**config.mk**
```make
export PLATFORM = sky130hd
export DESIGN_NAME = dssd_top
export DESIGN_NICKNAME = d
export VERILOG_FILES = /design/src/rtl/dssd_pkg.sv /design/src/rtl/dssd_filter.sv /design/src/rtl/dssd_top.sv
export SDC_FILE = /design/constraint.sdc
export NUM_CORES = 2
export LEC_CHECK = 0
export BUFFER_PORTS_ARGS = -buffer_cell sky130_fd_sc_hd__buf_2
export CORE_MARGIN = 4
export CORE_UTILIZATION = 45
export CTS_CLUSTER_SIZE = 20
export DETAILED_ROUTE_END_ITERATION = 8
export GPL_TIMING_DRIVEN = 0
export PLACE_DENSITY = 0.64
export SYNTH_ARGS = -nofsm -noshare
export SYNTH_HDL_FRONTEND = slang
export SYNTH_SLANG_ARGS = --single-unit
```
**constraint.sdc**
```tcl
create_clock -name clk -period 130.4 [get_ports clk]
set_clock_uncertainty 0.1 [all_clocks]
set_input_delay 19.56 -clock clk [delete_from_list [all_inputs] [get_ports clk]]
set_output_delay 19.56 -clock clk [all_outputs]
set_load 0.05 [all_outputs]
```
**src/rtl/dssd_pkg.sv**
```systemverilog
// constants, register map and helper for the drive status-signal detector
// assumes a 125 MHz clock and an Avalon-MM slave port with 32-bit data
// Overview of operation
// Relay polarity 0 closes the contact while its signal is on; polarity 1 inverts that.
// With polarity 1 the contact closes only after control voltage is up (about 1 s) and opens on any fault.
// Frequency arrival is on while output frequency is within the set width (0.0 to 10.0 Hz) of set frequency.
// Level detect A turns on when output frequency exceeds its level (0 to 400 Hz), hysteresis 0.0 to 30.0 Hz.
// Overload mode 0 uses a thermal model of output current, mode 1 compares output current directly.
// In current mode warning A comes only after current stays above its level for the delay (0.1 to 60.0 s).
// The overload delay applies only in current mode and is ignored in thermal mode; the code ignores it there for warning A only, warning B keeps it.
// Overload level A spans 5 to 200 % of rated current and warning A releases at 90 % of it.
// Level detect B compares output frequency against its own level of 0 to 400 Hz.
// Warning B compares output current with its own level of 5 to 200 % and releases at 90 % of it.
// Speed display is output frequency times coefficient A, settable from -999.00 to +999.00.
// For speed display the coefficient is clamped to the range 0.01 to 200.00.
// PID display is input times (A minus B) plus B.
// Displayed current, voltage, torque and power (items 3, 4, 8, 9) pass a 0.0 to 5.0 s filter.
// Level detect B releases using the hysteresis width of level detect A.
// Warning B asserts only after current exceeds its level for longer than the shared delay.
// Level detect A releases only when frequency falls below its level minus the hysteresis.
package dssd_pkg;
   localparam int unsigned CLK_PERIOD_NS = 8;
   localparam int unsigned TICK_NS = 100_000_000;
   localparam int unsigned TICK_CYCLES = TICK_NS / CLK_PERIOD_NS;
   localparam int unsigned TICK_MS = 100;
   localparam int unsigned ESTABLISH_MS = 1000;
   localparam int unsigned ESTABLISH_TICKS = (ESTABLISH_MS + TICK_MS - 1) / TICK_MS;
   // register indices, byte address is four times the index
   localparam int unsigned N_RW = 11;
   localparam logic [3:0] IDX_CTRL = 4'h0;
   localparam logic [3:0] IDX_ARR_WIDTH = 4'h1;
   localparam logic [3:0] IDX_LEVEL_A = 4'h2;
   localparam logic [3:0] IDX_HYST = 4'h3;
   localparam logic [3:0] IDX_OL_LEVEL_A = 4'h4;
   localparam logic [3:0] IDX_OL_DELAY = 4'h5;
   localparam logic [3:0] IDX_LEVEL_B = 4'h6;
   localparam logic [3:0] IDX_OL_LEVEL_B = 4'h7;
   localparam logic [3:0] IDX_COEFF_MAX = 4'h8;
   localparam logic [3:0] IDX_COEFF_MIN = 4'h9;
   localparam logic [3:0] IDX_FILTER = 4'hA;
   localparam logic [3:0] IDX_STATUS = 4'hB;
   localparam logic [3:0] IDX_DISPLAY = 4'hC;
   localparam int unsigned CTRL_POL_BIT = 0;
   localparam int unsigned CTRL_MODE_BIT = 1;
   localparam int unsigned CTRL_ITEM_LSB = 8;
   localparam int unsigned ITEM_W = 4;
   localparam logic [31:0] RW_MASK [N_RW] = '{
      32'h0000_0F03, 32'h0000_FFFF, 32'h0000_FFFF, 32'h0000_FFFF,
      32'h0000_FFFF, 32'h0000_FFFF, 32'h0000_FFFF, 32'h0000_FFFF,
      32'hFFFF_FFFF, 32'hFFFF_FFFF, 32'h0000_00FF};
   localparam logic [31:0] RW_RESET [N_RW] = '{
      32'h0000_0000, 32'h0000_0019, 32'h0000_0258, 32'h0000_000A,
      32'h0000_03E8, 32'h0000_0064, 32'h0000_0258, 32'h0000_03E8,
      32'h0000_0064, 32'h0000_0000, 32'h0000_0005};
   // status word bits
   localparam int unsigned ST_ARRIVAL = 0;
   localparam int unsigned ST_LEVEL_A = 1;
   localparam int unsigned ST_LEVEL_B = 2;
   localparam int unsigned ST_OL_A = 3;
   localparam int unsigned ST_OL_B = 4;
   localparam int unsigned ST_RELAY = 5;
   localparam int unsigned ST_READY = 6;
   // display items
   localparam logic [3:0] ITEM_SET_FREQ = 4'h2;
   localparam logic [3:0] ITEM_CURRENT = 4'h3;
   localparam logic [3:0] ITEM_VOLTAGE = 4'h4;
   localparam logic [3:0] ITEM_SYNC = 4'h5;
   localparam logic [3:0] ITEM_LINE = 4'h6;
   localparam logic [3:0] ITEM_LOAD = 4'h7;
   localparam logic [3:0] ITEM_TORQUE = 4'h8;
   localparam logic [3:0] ITEM_POWER = 4'h9;
   localparam logic [3:0] ITEM_PID_1 = 4'hA;
   localparam logic [3:0] ITEM_PID_2 = 4'hB;
   localparam logic [3:0] ITEM_PID_FB = 4'hC;
   localparam logic signed [31:0] SPEED_COEFF_LO = 32'sh0000_0001;
   localparam logic signed [31:0] SPEED_COEFF_HI = 32'sh0000_4E20;
   localparam int unsigned PID_FRAC_BITS = 15;
   localparam int unsigned THERM_SHIFT = 3;
   localparam logic [19:0] REL_NUM = 20'h00009;
   localparam logic [19:0] REL_DEN = 20'h0000A;
   localparam logic [9:0] TIMER_SAT = 10'h3FF;

   function automatic logic [31:0] be_merge(input logic [31:0] old_v, input logic [31:0] new_v,
                                            input logic [3:0] be, input logic [31:0] mask);
      logic [31:0] r;
      r = old_v;
      for (int b = 0; b < 4; b++) begin
         if (be[b]) begin
            r[8*b +: 8] = new_v[8*b +: 8];
         end
      end
      return r & mask;
   endfunction : be_merge
endpackage : dssd_pkg

```
**src/rtl/dssd_filter.sv**
```systemverilog
// first-order display smoothing stage, one per filtered display item
// assumes tick pulses once per 100 ms and tc counts in 0.1 s units
`timescale 1ns/1ps
`default_nettype none
module dssd_filter (
   // clock and reset
   input wire logic clk,
   input wire logic reset_n,
   // control
   input wire logic tick,
   input wire logic [7:0] tc,
   // data
   input wire logic [15:0] x,
   output logic [15:0] y_q
);
   logic signed [16:0] diff;
   logic signed [16:0] divisor;
   logic signed [16:0] step;
   logic signed [16:0] sum;
   logic [15:0] y_d;

   assign diff = $signed({1'b0, x}) - $signed({1'b0, y_q});
   assign divisor = $signed({9'h000, tc}) + 17'sh00001;
   // step never overshoots, so the sum stays inside 16 bits
   assign step = diff / divisor;
   assign sum = $signed({1'b0, y_q}) + step;
   assign y_d = (tc == 8'h00) ? x : (tick ? sum[15:0] : y_q);

   always_ff @(posedge clk or negedge reset_n) begin
      if (!reset_n) begin
         y_q <= 16'h0000;
      end else begin
         y_q <= y_d;
      end
   end
endmodule : dssd_filter
`default_nettype wire

```
**src/rtl/dssd_top.sv**
```systemverilog
// status-signal detection, relay drive and display scaling of a motor drive
// assumes measurements arrive from logic on clk; fault_n is an asynchronous pin
//
// Chosen here: register access over Avalon-MM and the register offsets.
`timescale 1ns/1ps
`default_nettype none
module dssd_top #(
   parameter int unsigned TICK_CYCLES = dssd_pkg::TICK_CYCLES
) (
   // clock and reset
   input wire logic clk,
   input wire logic reset_n,
   // register bus
   input wire logic [5:0] avs_address,
   input wire logic avs_read,
   input wire logic avs_write,
   input wire logic [31:0] avs_writedata,
   input wire logic [3:0] avs_byteenable,
   output logic [31:0] avs_readdata,
   output logic avs_waitrequest,
   // drive measurements, 0.1 Hz and 0.1 % units
   input wire logic [15:0] output_freq,
   input wire logic [15:0] set_freq,
   input wire logic [15:0] output_current,
   input wire logic [15:0] output_voltage,
   input wire logic [15:0] calc_torque,
   input wire logic [15:0] output_power,
   input wire logic [15:0] pid_value,
   // relay request and fault pin
   input wire logic relay_signal,
   input wire logic fault_n,
   // status outputs
   output logic freq_arrival_signal,
   output logic freq_level_detect_a,
   output logic freq_level_detect_b,
   output logic overload_warning_a,
   output logic overload_warning_b,
   output logic relay_contact_a,
   output logic [31:0] display_value
);
   localparam logic [31:0] TICK_LAST = 32'(TICK_CYCLES - 1);
   localparam logic [3:0] EST_LAST = 4'(dssd_pkg::ESTABLISH_TICKS);

   // timebase and power-up
   logic [31:0] tick_cnt_q;
   logic tick;
   logic [3:0] est_q;
   logic ready_q;
   logic fault_s1_q;
   logic fault_s2_q;
   logic fault;

   assign tick = (tick_cnt_q == TICK_LAST);
   assign fault = ~fault_s2_q;

   always_ff @(posedge clk or negedge reset_n) begin
      if (!reset_n) begin
         tick_cnt_q <= 32'h0000_0000;
      end else begin
         tick_cnt_q <= tick ? 32'h0000_0000 : tick_cnt_q + 32'h0000_0001;
      end
   end

   // control voltage counted as up one second after reset release
   always_ff @(posedge clk or negedge reset_n) begin
      if (!reset_n) begin
         est_q <= 4'h0;
         ready_q <= 1'b0;
      end else if (tick && !ready_q) begin
         est_q <= est_q + 4'h1;
         ready_q <= (est_q + 4'h1) >= EST_LAST;
      end
   end

   // reset value reads as fault so the relay starts open
   always_ff @(posedge clk or negedge reset_n) begin
      if (!reset_n) begin
         fault_s1_q <= 1'b0;
         fault_s2_q <= 1'b0;
      end else begin
         fault_s1_q <= fault_n;
         fault_s2_q <= fault_s1_q;
      end
   end

   // register bus: one wait cycle, commit on the edge that sees waitrequest low
   logic wait_q;
   logic wait_d;
   logic bus_req;
   logic bus_commit;
   logic [3:0] word;
   logic [31:0] cfg_q [dssd_pkg::N_RW];
   logic [31:0] status_w;
   logic [31:0] rd_mux;
   logic [31:0] rdata_q;

   assign bus_req = avs_read | avs_write;
   assign bus_commit = bus_req & ~wait_q;
   assign wait_d = ~(bus_req & wait_q);
   assign word = avs_address[5:2];
   assign rd_mux = (word < 4'(dssd_pkg::N_RW)) ? cfg_q[word] :
                   (word == dssd_pkg::IDX_STATUS) ? status_w :
                   (word == dssd_pkg::IDX_DISPLAY) ? display_value : 32'h0000_0000;

   always_ff @(posedge clk or negedge reset_n) begin
      if (!reset_n) begin
         wait_q <= 1'b1;
         rdata_q <= 32'h0000_0000;
      end else begin
         wait_q <= wait_d;
         if (avs_read && wait_q) begin
            rdata_q <= rd_mux;
         end
      end
   end

   genvar gi;
   generate
      for (gi = 0; gi < dssd_pkg::N_RW; gi++) begin : g_cfg
         logic wr_hit;
         assign wr_hit = bus_commit & avs_write & (word == 4'(gi));
         always_ff @(posedge clk or negedge reset_n) begin
            if (!reset_n) begin
               cfg_q[gi] <= dssd_pkg::RW_RESET[gi];
            end else if (wr_hit) begin
               cfg_q[gi] <= dssd_pkg::be_merge(cfg_q[gi], avs_writedata, avs_byteenable,
                                               dssd_pkg::RW_MASK[gi]);
            end
         end
      end
   endgenerate

   assign avs_waitrequest = wait_q;
   assign avs_readdata = rdata_q;

   // configuration fields
   logic pol;
   logic mode;
   logic [3:0] item;
   logic [15:0] arr_width;
   logic [15:0] lvl_a;
   logic [15:0] hyst;
   logic [15:0] ol_lvl_a;
   logic [15:0] ol_lvl_b;
   logic [9:0] ol_delay;
   logic [15:0] lvl_b;
   logic signed [31:0] coeff_max;
   logic signed [31:0] coeff_min;
   logic [7:0] filt_tc;

   assign pol = cfg_q[dssd_pkg::IDX_CTRL][dssd_pkg::CTRL_POL_BIT];
   assign mode = cfg_q[dssd_pkg::IDX_CTRL][dssd_pkg::CTRL_MODE_BIT];
   assign item = cfg_q[dssd_pkg::IDX_CTRL][dssd_pkg::CTRL_ITEM_LSB +: dssd_pkg::ITEM_W];
   assign arr_width = cfg_q[dssd_pkg::IDX_ARR_WIDTH][15:0];
   assign lvl_a = cfg_q[dssd_pkg::IDX_LEVEL_A][15:0];
   assign hyst = cfg_q[dssd_pkg::IDX_HYST][15:0];
   assign ol_lvl_a = cfg_q[dssd_pkg::IDX_OL_LEVEL_A][15:0];
   assign ol_delay = cfg_q[dssd_pkg::IDX_OL_DELAY][9:0];
   assign lvl_b = cfg_q[dssd_pkg::IDX_LEVEL_B][15:0];
   assign ol_lvl_b = cfg_q[dssd_pkg::IDX_OL_LEVEL_B][15:0];
   assign coeff_max = $signed(cfg_q[dssd_pkg::IDX_COEFF_MAX]);
   assign coeff_min = $signed(cfg_q[dssd_pkg::IDX_COEFF_MIN]);
   assign filt_tc = cfg_q[dssd_pkg::IDX_FILTER][7:0];

   // frequency detectors
   logic [16:0] f_diff;
   logic arr_d;
   logic above_a;
   logic below_a;
   logic above_b;
   logic below_b;
   logic det_a_d;
   logic det_b_d;
   logic arr_q;
   logic det_a_q;
   logic det_b_q;

   assign f_diff = (output_freq >= set_freq) ? {1'b0, output_freq} - {1'b0, set_freq}
                                             : {1'b0, set_freq} - {1'b0, output_freq};
   assign arr_d = f_diff <= {1'b0, arr_width};
   assign above_a = output_freq > lvl_a;
   // adding instead of subtracting keeps a small level from wrapping
   assign below_a = ({1'b0, output_freq} + {1'b0, hyst}) < {1'b0, lvl_a};
   assign above_b = output_freq > lvl_b;
   assign below_b = ({1'b0, output_freq} + {1'b0, hyst}) < {1'b0, lvl_b};
   assign det_a_d = above_a | (det_a_q & ~below_a);
   assign det_b_d = above_b | (det_b_q & ~below_b);

   always_ff @(posedge clk or negedge reset_n) begin
      if (!reset_n) begin
         arr_q <= 1'b0;
         det_a_q <= 1'b0;
         det_b_q <= 1'b0;
      end else begin
         arr_q <= arr_d;
         det_a_q <= det_a_d;
         det_b_q <= det_b_d;
      end
   end

   // overload warnings
   logic [15:0] therm_q;
   logic signed [16:0] therm_diff;
   logic signed [16:0] therm_sum;
   logic [15:0] qty_a;
   logic [19:0] qty_a_x10;
   logic [19:0] cur_x10;
   logic ol_above_a;
   logic ol_rel_a;
   logic ol_above_b;
   logic ol_rel_b;
   logic cur_above_a;
   logic [9:0] cnt_a_q;
   logic [9:0] cnt_b_q;
   logic done_a;
   logic done_b;
   logic ol_a_d;
   logic ol_b_d;
   logic ol_a_q;
   logic ol_b_q;

   // coarse first-order heating estimate, slower than the current itself
   assign therm_diff = $signed({1'b0, output_current}) - $signed({1'b0, therm_q});
   assign therm_sum = $signed({1'b0, therm_q}) + (therm_diff >>> dssd_pkg::THERM_SHIFT);
   assign qty_a = mode ? output_current : therm_q;
   assign qty_a_x10 = {4'h0, qty_a} * dssd_pkg::REL_DEN;
   assign cur_x10 = {4'h0, output_current} * dssd_pkg::REL_DEN;
   assign ol_above_a = qty_a > ol_lvl_a;
   assign ol_rel_a = qty_a_x10 <= ({4'h0, ol_lvl_a} * dssd_pkg::REL_NUM);
   assign cur_above_a = output_current > ol_lvl_a;
   assign ol_above_b = output_current > ol_lvl_b;
   assign ol_rel_b = cur_x10 <= ({4'h0, ol_lvl_b} * dssd_pkg::REL_NUM);
   assign done_a = cnt_a_q >= ol_delay;
   assign done_b = cnt_b_q >= ol_delay;
   // timer gates warning A only in the current mode, warning B in both modes
   assign ol_a_d = (ol_above_a & (done_a | ~mode)) | (ol_a_q & ~ol_rel_a);
   assign ol_b_d = (ol_above_b & done_b) | (ol_b_q & ~ol_rel_b);

   always_ff @(posedge clk or negedge reset_n) begin
      if (!reset_n) begin
         therm_q <= 16'h0000;
      end else if (tick) begin
         therm_q <= therm_sum[15:0];
      end
   end

   always_ff @(posedge clk or negedge reset_n) begin
      if (!reset_n) begin
         cnt_a_q <= 10'h000;
         cnt_b_q <= 10'h000;
      end else begin
         if (!cur_above_a) begin
            cnt_a_q <= 10'h000;
         end else if (tick && cnt_a_q != dssd_pkg::TIMER_SAT) begin
            cnt_a_q <= cnt_a_q + 10'h001;
         end
         if (!ol_above_b) begin
            cnt_b_q <= 10'h000;
         end else if (tick && cnt_b_q != dssd_pkg::TIMER_SAT) begin
            cnt_b_q <= cnt_b_q + 10'h001;
         end
      end
   end

   always_ff @(posedge clk or negedge reset_n) begin
      if (!reset_n) begin
         ol_a_q <= 1'b0;
         ol_b_q <= 1'b0;
      end else begin
         ol_a_q <= ol_a_d;
         ol_b_q <= ol_b_d;
      end
   end

   // relay contact
   logic relay_d;
   logic relay_q;

   assign relay_d = pol ? (ready_q & ~fault & ~relay_signal) : relay_signal;

   always_ff @(posedge clk or negedge reset_n) begin
      if (!reset_n) begin
         relay_q <= 1'b0;
      end else begin
         relay_q <= relay_d;
      end
   end

   // display scaling
   logic [15:0] filt_in [4];
   logic [15:0] filt_out [4];
   logic signed [31:0] coeff_eff;
   logic signed [48:0] speed_prod;
   logic signed [31:0] coeff_span;
   logic signed [48:0] pid_prod;
   logic signed [31:0] pid_disp;
   logic [31:0] disp_d;
   logic [31:0] disp_q;

   assign filt_in[0] = output_current;
   assign filt_in[1] = output_voltage;
   assign filt_in[2] = calc_torque;
   assign filt_in[3] = output_power;

   generate
      for (gi = 0; gi < 4; gi++) begin : g_filt
         dssd_filter u_filt (
            .clk(clk),
            .reset_n(reset_n),
            .tick(tick),
            .tc(filt_tc),
            .x(filt_in[gi]),
            .y_q(filt_out[gi])
         );
      end
   endgenerate

   assign coeff_eff = (coeff_max < dssd_pkg::SPEED_COEFF_LO) ? dssd_pkg::SPEED_COEFF_LO :
                      (coeff_max > dssd_pkg::SPEED_COEFF_HI) ? dssd_pkg::SPEED_COEFF_HI
                                                             : coeff_max;
   assign speed_prod = $signed({1'b0, output_freq}) * coeff_eff;
   assign coeff_span = coeff_max - coeff_min;
   assign pid_prod = $signed({1'b0, pid_value}) * coeff_span;
   assign pid_disp = 32'(pid_prod >>> dssd_pkg::PID_FRAC_BITS) + coeff_min;
   assign disp_d = (item == dssd_pkg::ITEM_SET_FREQ) ? {16'h0000, set_freq} :
                   (item == dssd_pkg::ITEM_CURRENT) ? {16'h0000, filt_out[0]} :
                   (item == dssd_pkg::ITEM_VOLTAGE) ? {16'h0000, filt_out[1]} :
                   (item == dssd_pkg::ITEM_SYNC) ? {16'h0000, output_freq} :
                   (item == dssd_pkg::ITEM_LINE) ? 32'(speed_prod) :
                   (item == dssd_pkg::ITEM_LOAD) ? 32'(speed_prod) :
                   (item == dssd_pkg::ITEM_TORQUE) ? {16'h0000, filt_out[2]} :
                   (item == dssd_pkg::ITEM_POWER) ? {16'h0000, filt_out[3]} :
                   (item == dssd_pkg::ITEM_PID_1) ? pid_disp :
                   (item == dssd_pkg::ITEM_PID_2) ? pid_disp :
                   (item == dssd_pkg::ITEM_PID_FB) ? pid_disp :
                   (item < dssd_pkg::ITEM_SET_FREQ) ? {16'h0000, output_freq} : 32'h0000_0000;

   always_ff @(posedge clk or negedge reset_n) begin
      if (!reset_n) begin
         disp_q <= 32'h0000_0000;
      end else begin
         disp_q <= disp_d;
      end
   end

   always_comb begin
      status_w = 32'h0000_0000;
      status_w[dssd_pkg::ST_ARRIVAL] = arr_q;
      status_w[dssd_pkg::ST_LEVEL_A] = det_a_q;
      status_w[dssd_pkg::ST_LEVEL_B] = det_b_q;
      status_w[dssd_pkg::ST_OL_A] = ol_a_q;
      status_w[dssd_pkg::ST_OL_B] = ol_b_q;
      status_w[dssd_pkg::ST_RELAY] = relay_q;
      status_w[dssd_pkg::ST_READY] = ready_q;
   end

   assign freq_arrival_signal = arr_q;
   assign freq_level_detect_a = det_a_q;
   assign freq_level_detect_b = det_b_q;
   assign overload_warning_a = ol_a_q;
   assign overload_warning_b = ol_b_q;
   assign relay_contact_a = relay_q;
   assign display_value = disp_q;
endmodule : dssd_top
`default_nettype wire

```
==> flow_summary.json <==
{
  "synth_edf_count": 0,
  "rrSetupSlack_ns": 76.95,
  "overflow": 0,
  "numCtsBuffers": 46,
  "r2r_cells": 228,
  "postRouteAntennaNets": 0,
  "worst_skew_pair.late_latency_ns": 0.67,
  "timing.rr.end": "g_filt[3].u_filt.y_q[15]",
  "grt_pass1_wl_um": 481000,
  "crit_slowest_cell": "o2111ai_1",
  "io_pins": 231,
  "hold_slack_ns": 0.249,
  "io_buffers": 210,
  "final_net_count": 13738,
  "worst_slew_pin_slew_ns": 1.43,
  "syn_area_per_cell_um2": 8.15,
  "worst_hold_startpoint": "fault_s1_q",
  "timing.final.max_slew_violations": 0,
  "crit_type": "input pin to register",
  "synth_cell_types": 132,
  "start_kind": "input pin",
  "vias": 83299,
  "dp_hpwl_um": 260000,
  "cts-root-buf": "clkbuf_16",
  "wire_per_inst_um": 21.7,
  "cp.arrival_ns": 71.63,
  "synthFlopType": "dfrtp_1",
  "relSlewSlack_pct": 4.36,
  "drive_above_1_share_pct": 6.39,
  "start_util_pct": 45.3,
  "hold_viol": 0,
  "final_cell_mix": "1,419 x inv_1, 1,237 x ha_1, 1,117 x nand2_1, 797 x fa_1, 654 x nor2_1",
  "coreArea_um2": 200000,
  "area_delta_synth_final_pct": 8.12,
  "hold_path.class": "register to register",
  "grt_max_degree": 117,
  "slowest_delay_ns": 0.66,
  "firstDrtPassIters": 7,
  "antenna_found_initial": 62,
  "finalCriticalPeriod_ns": 71.18,
  "die_h_um": 457,
  "rows": 164,
  "crit_fanout": 10,
  "viasPerCell": 5.83,
  "synth_area_um2": 90600,
  "r2r_start": "cfg_q[0]",
  "ys_seq_elements": 400,
  "yosys_warnings": 0,
  "crit_path_frequent_cell": "o21a_1",
  "setup_ws_ns": 59.22,
  "netlist_instances": 11124,
  "drc": 0,
  "multiInputGateArea_um2": 74300,
  "cts_hold_buf": 0,
  "required_ns": 130.85,
  "cap_violations": 0,
  "cts.sink_count": 400,
  "rsz0062_at_grt": "false",
  "cts.repair.resized": 0,
  "final_common_cell": "inv_1",
  "tns_ns": 0,
  "status": "complete, no violations",
  "finalSetupViolations": 0,
  "final_util_pct": 49.0,
  "grt_pass1_vias": 83435,
  "clk_pin_slew_worst_paths_ns": 0.06,
  "grt_usage_pct": 29.1,
  "tritoncts": "done",
  "max_freq_ghz": 0.0140,
  "pre_cts_ws_ns": 59.49,
  "yosysSeqAreaShare_pct": 11.1,
  "drt_iter0_drc": 6514,
  "cp-end-kind": "register",
  "routabilityCongestion": 0.992,
  "post_cts_buffers": 0,
  "cts.htree.levels": 2,
  "wirelength_um": 310000,
  "synthArstFlopShare_pct": 100,
  "die_x_um": 457,
  "whs_path_depth": 0,
  "timing.final.crit_share_pct": 54.6,
  "dieArea_um2": 209000,
  "clock_tree.buffer_depth": 3,
  "min_to": "fault_s2_q",
  "regArea_um2": 10100,
  "n_fill_cell": 19502
}
## cell type report
class,instances,share of cell area (%)
clock inverter,30,0.488
inverter,1421,5.45
clock buffer,56,1.24
antenna,39,0.0996
buffer,403,1.59
sequential,400,10.3
timing repair buffer,238,1.66
tap,2656,3.39
multi-input combinational,9034,75.8
## flip-flops by register name, summed over array words and instances (netlist names), 4 cells and up
name / count
g_filt.u_filt.y_q: 64
cfg_q: 110
est_q: 4
display_value: 32
coeff_max: 32
tick_cnt_q: 32
therm_q: 16
cnt_a_q: 10
cnt_b_q: 10
avs_readdata: 32
coeff_min: 32
arr_width: 16
## per-layer routing
layer / part of all wire [%] / up-vias / track usage (%)
met5: 0.034 / - / 0
met4: 6.4 / 16 / 16.4
met3: 6.5 / 714 / 4.01
met2: 46 / 2802 / 48.0
met1: 41 / 40685 / 36.8
li1: - / 39082 / -
## cells in the mapped netlist, drive strengths merged, types with 20 or more instances
| master | number | area share [%] |
|---|---|---|
| buf | 40 | 0.22 |
| o21bai | 114 | 0.94 |
| o31a | 20 | 0.19 |
| o31ai | 147 | 1.2 |
| xor2 | 155 | 1.5 |
| a31oi | 74 | 0.51 |
| mux2i | 84 | 0.95 |
| nor3b | 21 | 0.18 |
| nand3 | 151 | 0.84 |
| nor2b | 138 | 0.95 |
| xnor2 | 405 | 3.9 |
| a22oi | 36 | 0.30 |
| dfrtp | 366 | 10 |
| nand4 | 91 | 0.63 |
| a211oi | 53 | 0.46 |
| inv | 1420 | 5.9 |
| clkbuf | 363 | 1.5 |
| o21a | 384 | 3.2 |
| or4 | 32 | 0.27 |
| nor3 | 395 | 2.2 |
| a21boi | 50 | 0.41 |
| dfstp | 34 | 0.99 |
| ha | 1237 | 17 |
| a211o | 29 | 0.28 |
| or2 | 45 | 0.31 |
| mux2 | 217 | 2.7 |
| mux4 | 22 | 0.55 |
| nand2b | 138 | 0.95 |
| o211ai | 52 | 0.45 |
| a21o | 175 | 1.4 |
| o21ai | 609 | 3.4 |
| or3 | 75 | 0.52 |
| nor2 | 654 | 2.7 |
| and2 | 262 | 1.8 |
| o22ai | 32 | 0.22 |
| a21oi | 586 | 3.3 |
| a221oi | 45 | 0.43 |
| and3 | 122 | 0.84 |
| nand2 | 1120 | 4.7 |
| nor4 | 41 | 0.28 |
| fa | 797 | 18 |
## how the worst max path moves through the flow
stage / startpoint / endpoint / slack (ns)
2_1_floorplan: output_power[0] / g_filt[3].u_filt.y_q[15] / 67.70
3_3_place_gp: output_power[0] / g_filt[3].u_filt.y_q[15] / 60.25
3_5_place_dp: output_power[0] / g_filt[3].u_filt.y_q[15] / 59.49
4_1_cts: output_power[0] / g_filt[3].u_filt.y_q[15] / 59.93
5_1_grt: output_power[0] / g_filt[3].u_filt.y_q[15] / 55.09
6_report: output_power[0] / g_filt[3].u_filt.y_q[15] / 59.22
## worst max-delay path, delay by kind of cell
kind,cells,cell delay (ns)
compound gates,129,27.77
mux,5,1.80
buf+inv,25,5.30
simple gates,52,10.03
fa+ha+maj,21,6.39
xor+xnor,2,0.69
## through the flow
step / area [um^2] / cells
final: 98000 / 14277
after CTS: 97900 / 14238
after detailed placement: 96200 / 14152
after global routing: 97900 / 14259
after global placement: 95500 / 14124
after floorplan: 91100 / 11258
## cells by family (layout without fill, tap and decap cells)
family                     Yosys count  count (layout)  synth area share (%)
and+or+nand+nor                   3351            3351                  17.8
DFF                                400             400                  11.1
muxes                              323             323                  4.20
other                                2             175               0.00829
adders and majority gates         2038            2038                  34.7
AOI/OAI and AO/OA                 2625            2625                  19.1
buffers and inverters             1824            2148                  7.61
xor gates and xnor gates           561             561                  5.45
Power is left out: the tool's default activity adds up to more than one toggle a clock period on the data nets, which glitch-free logic cannot reach.
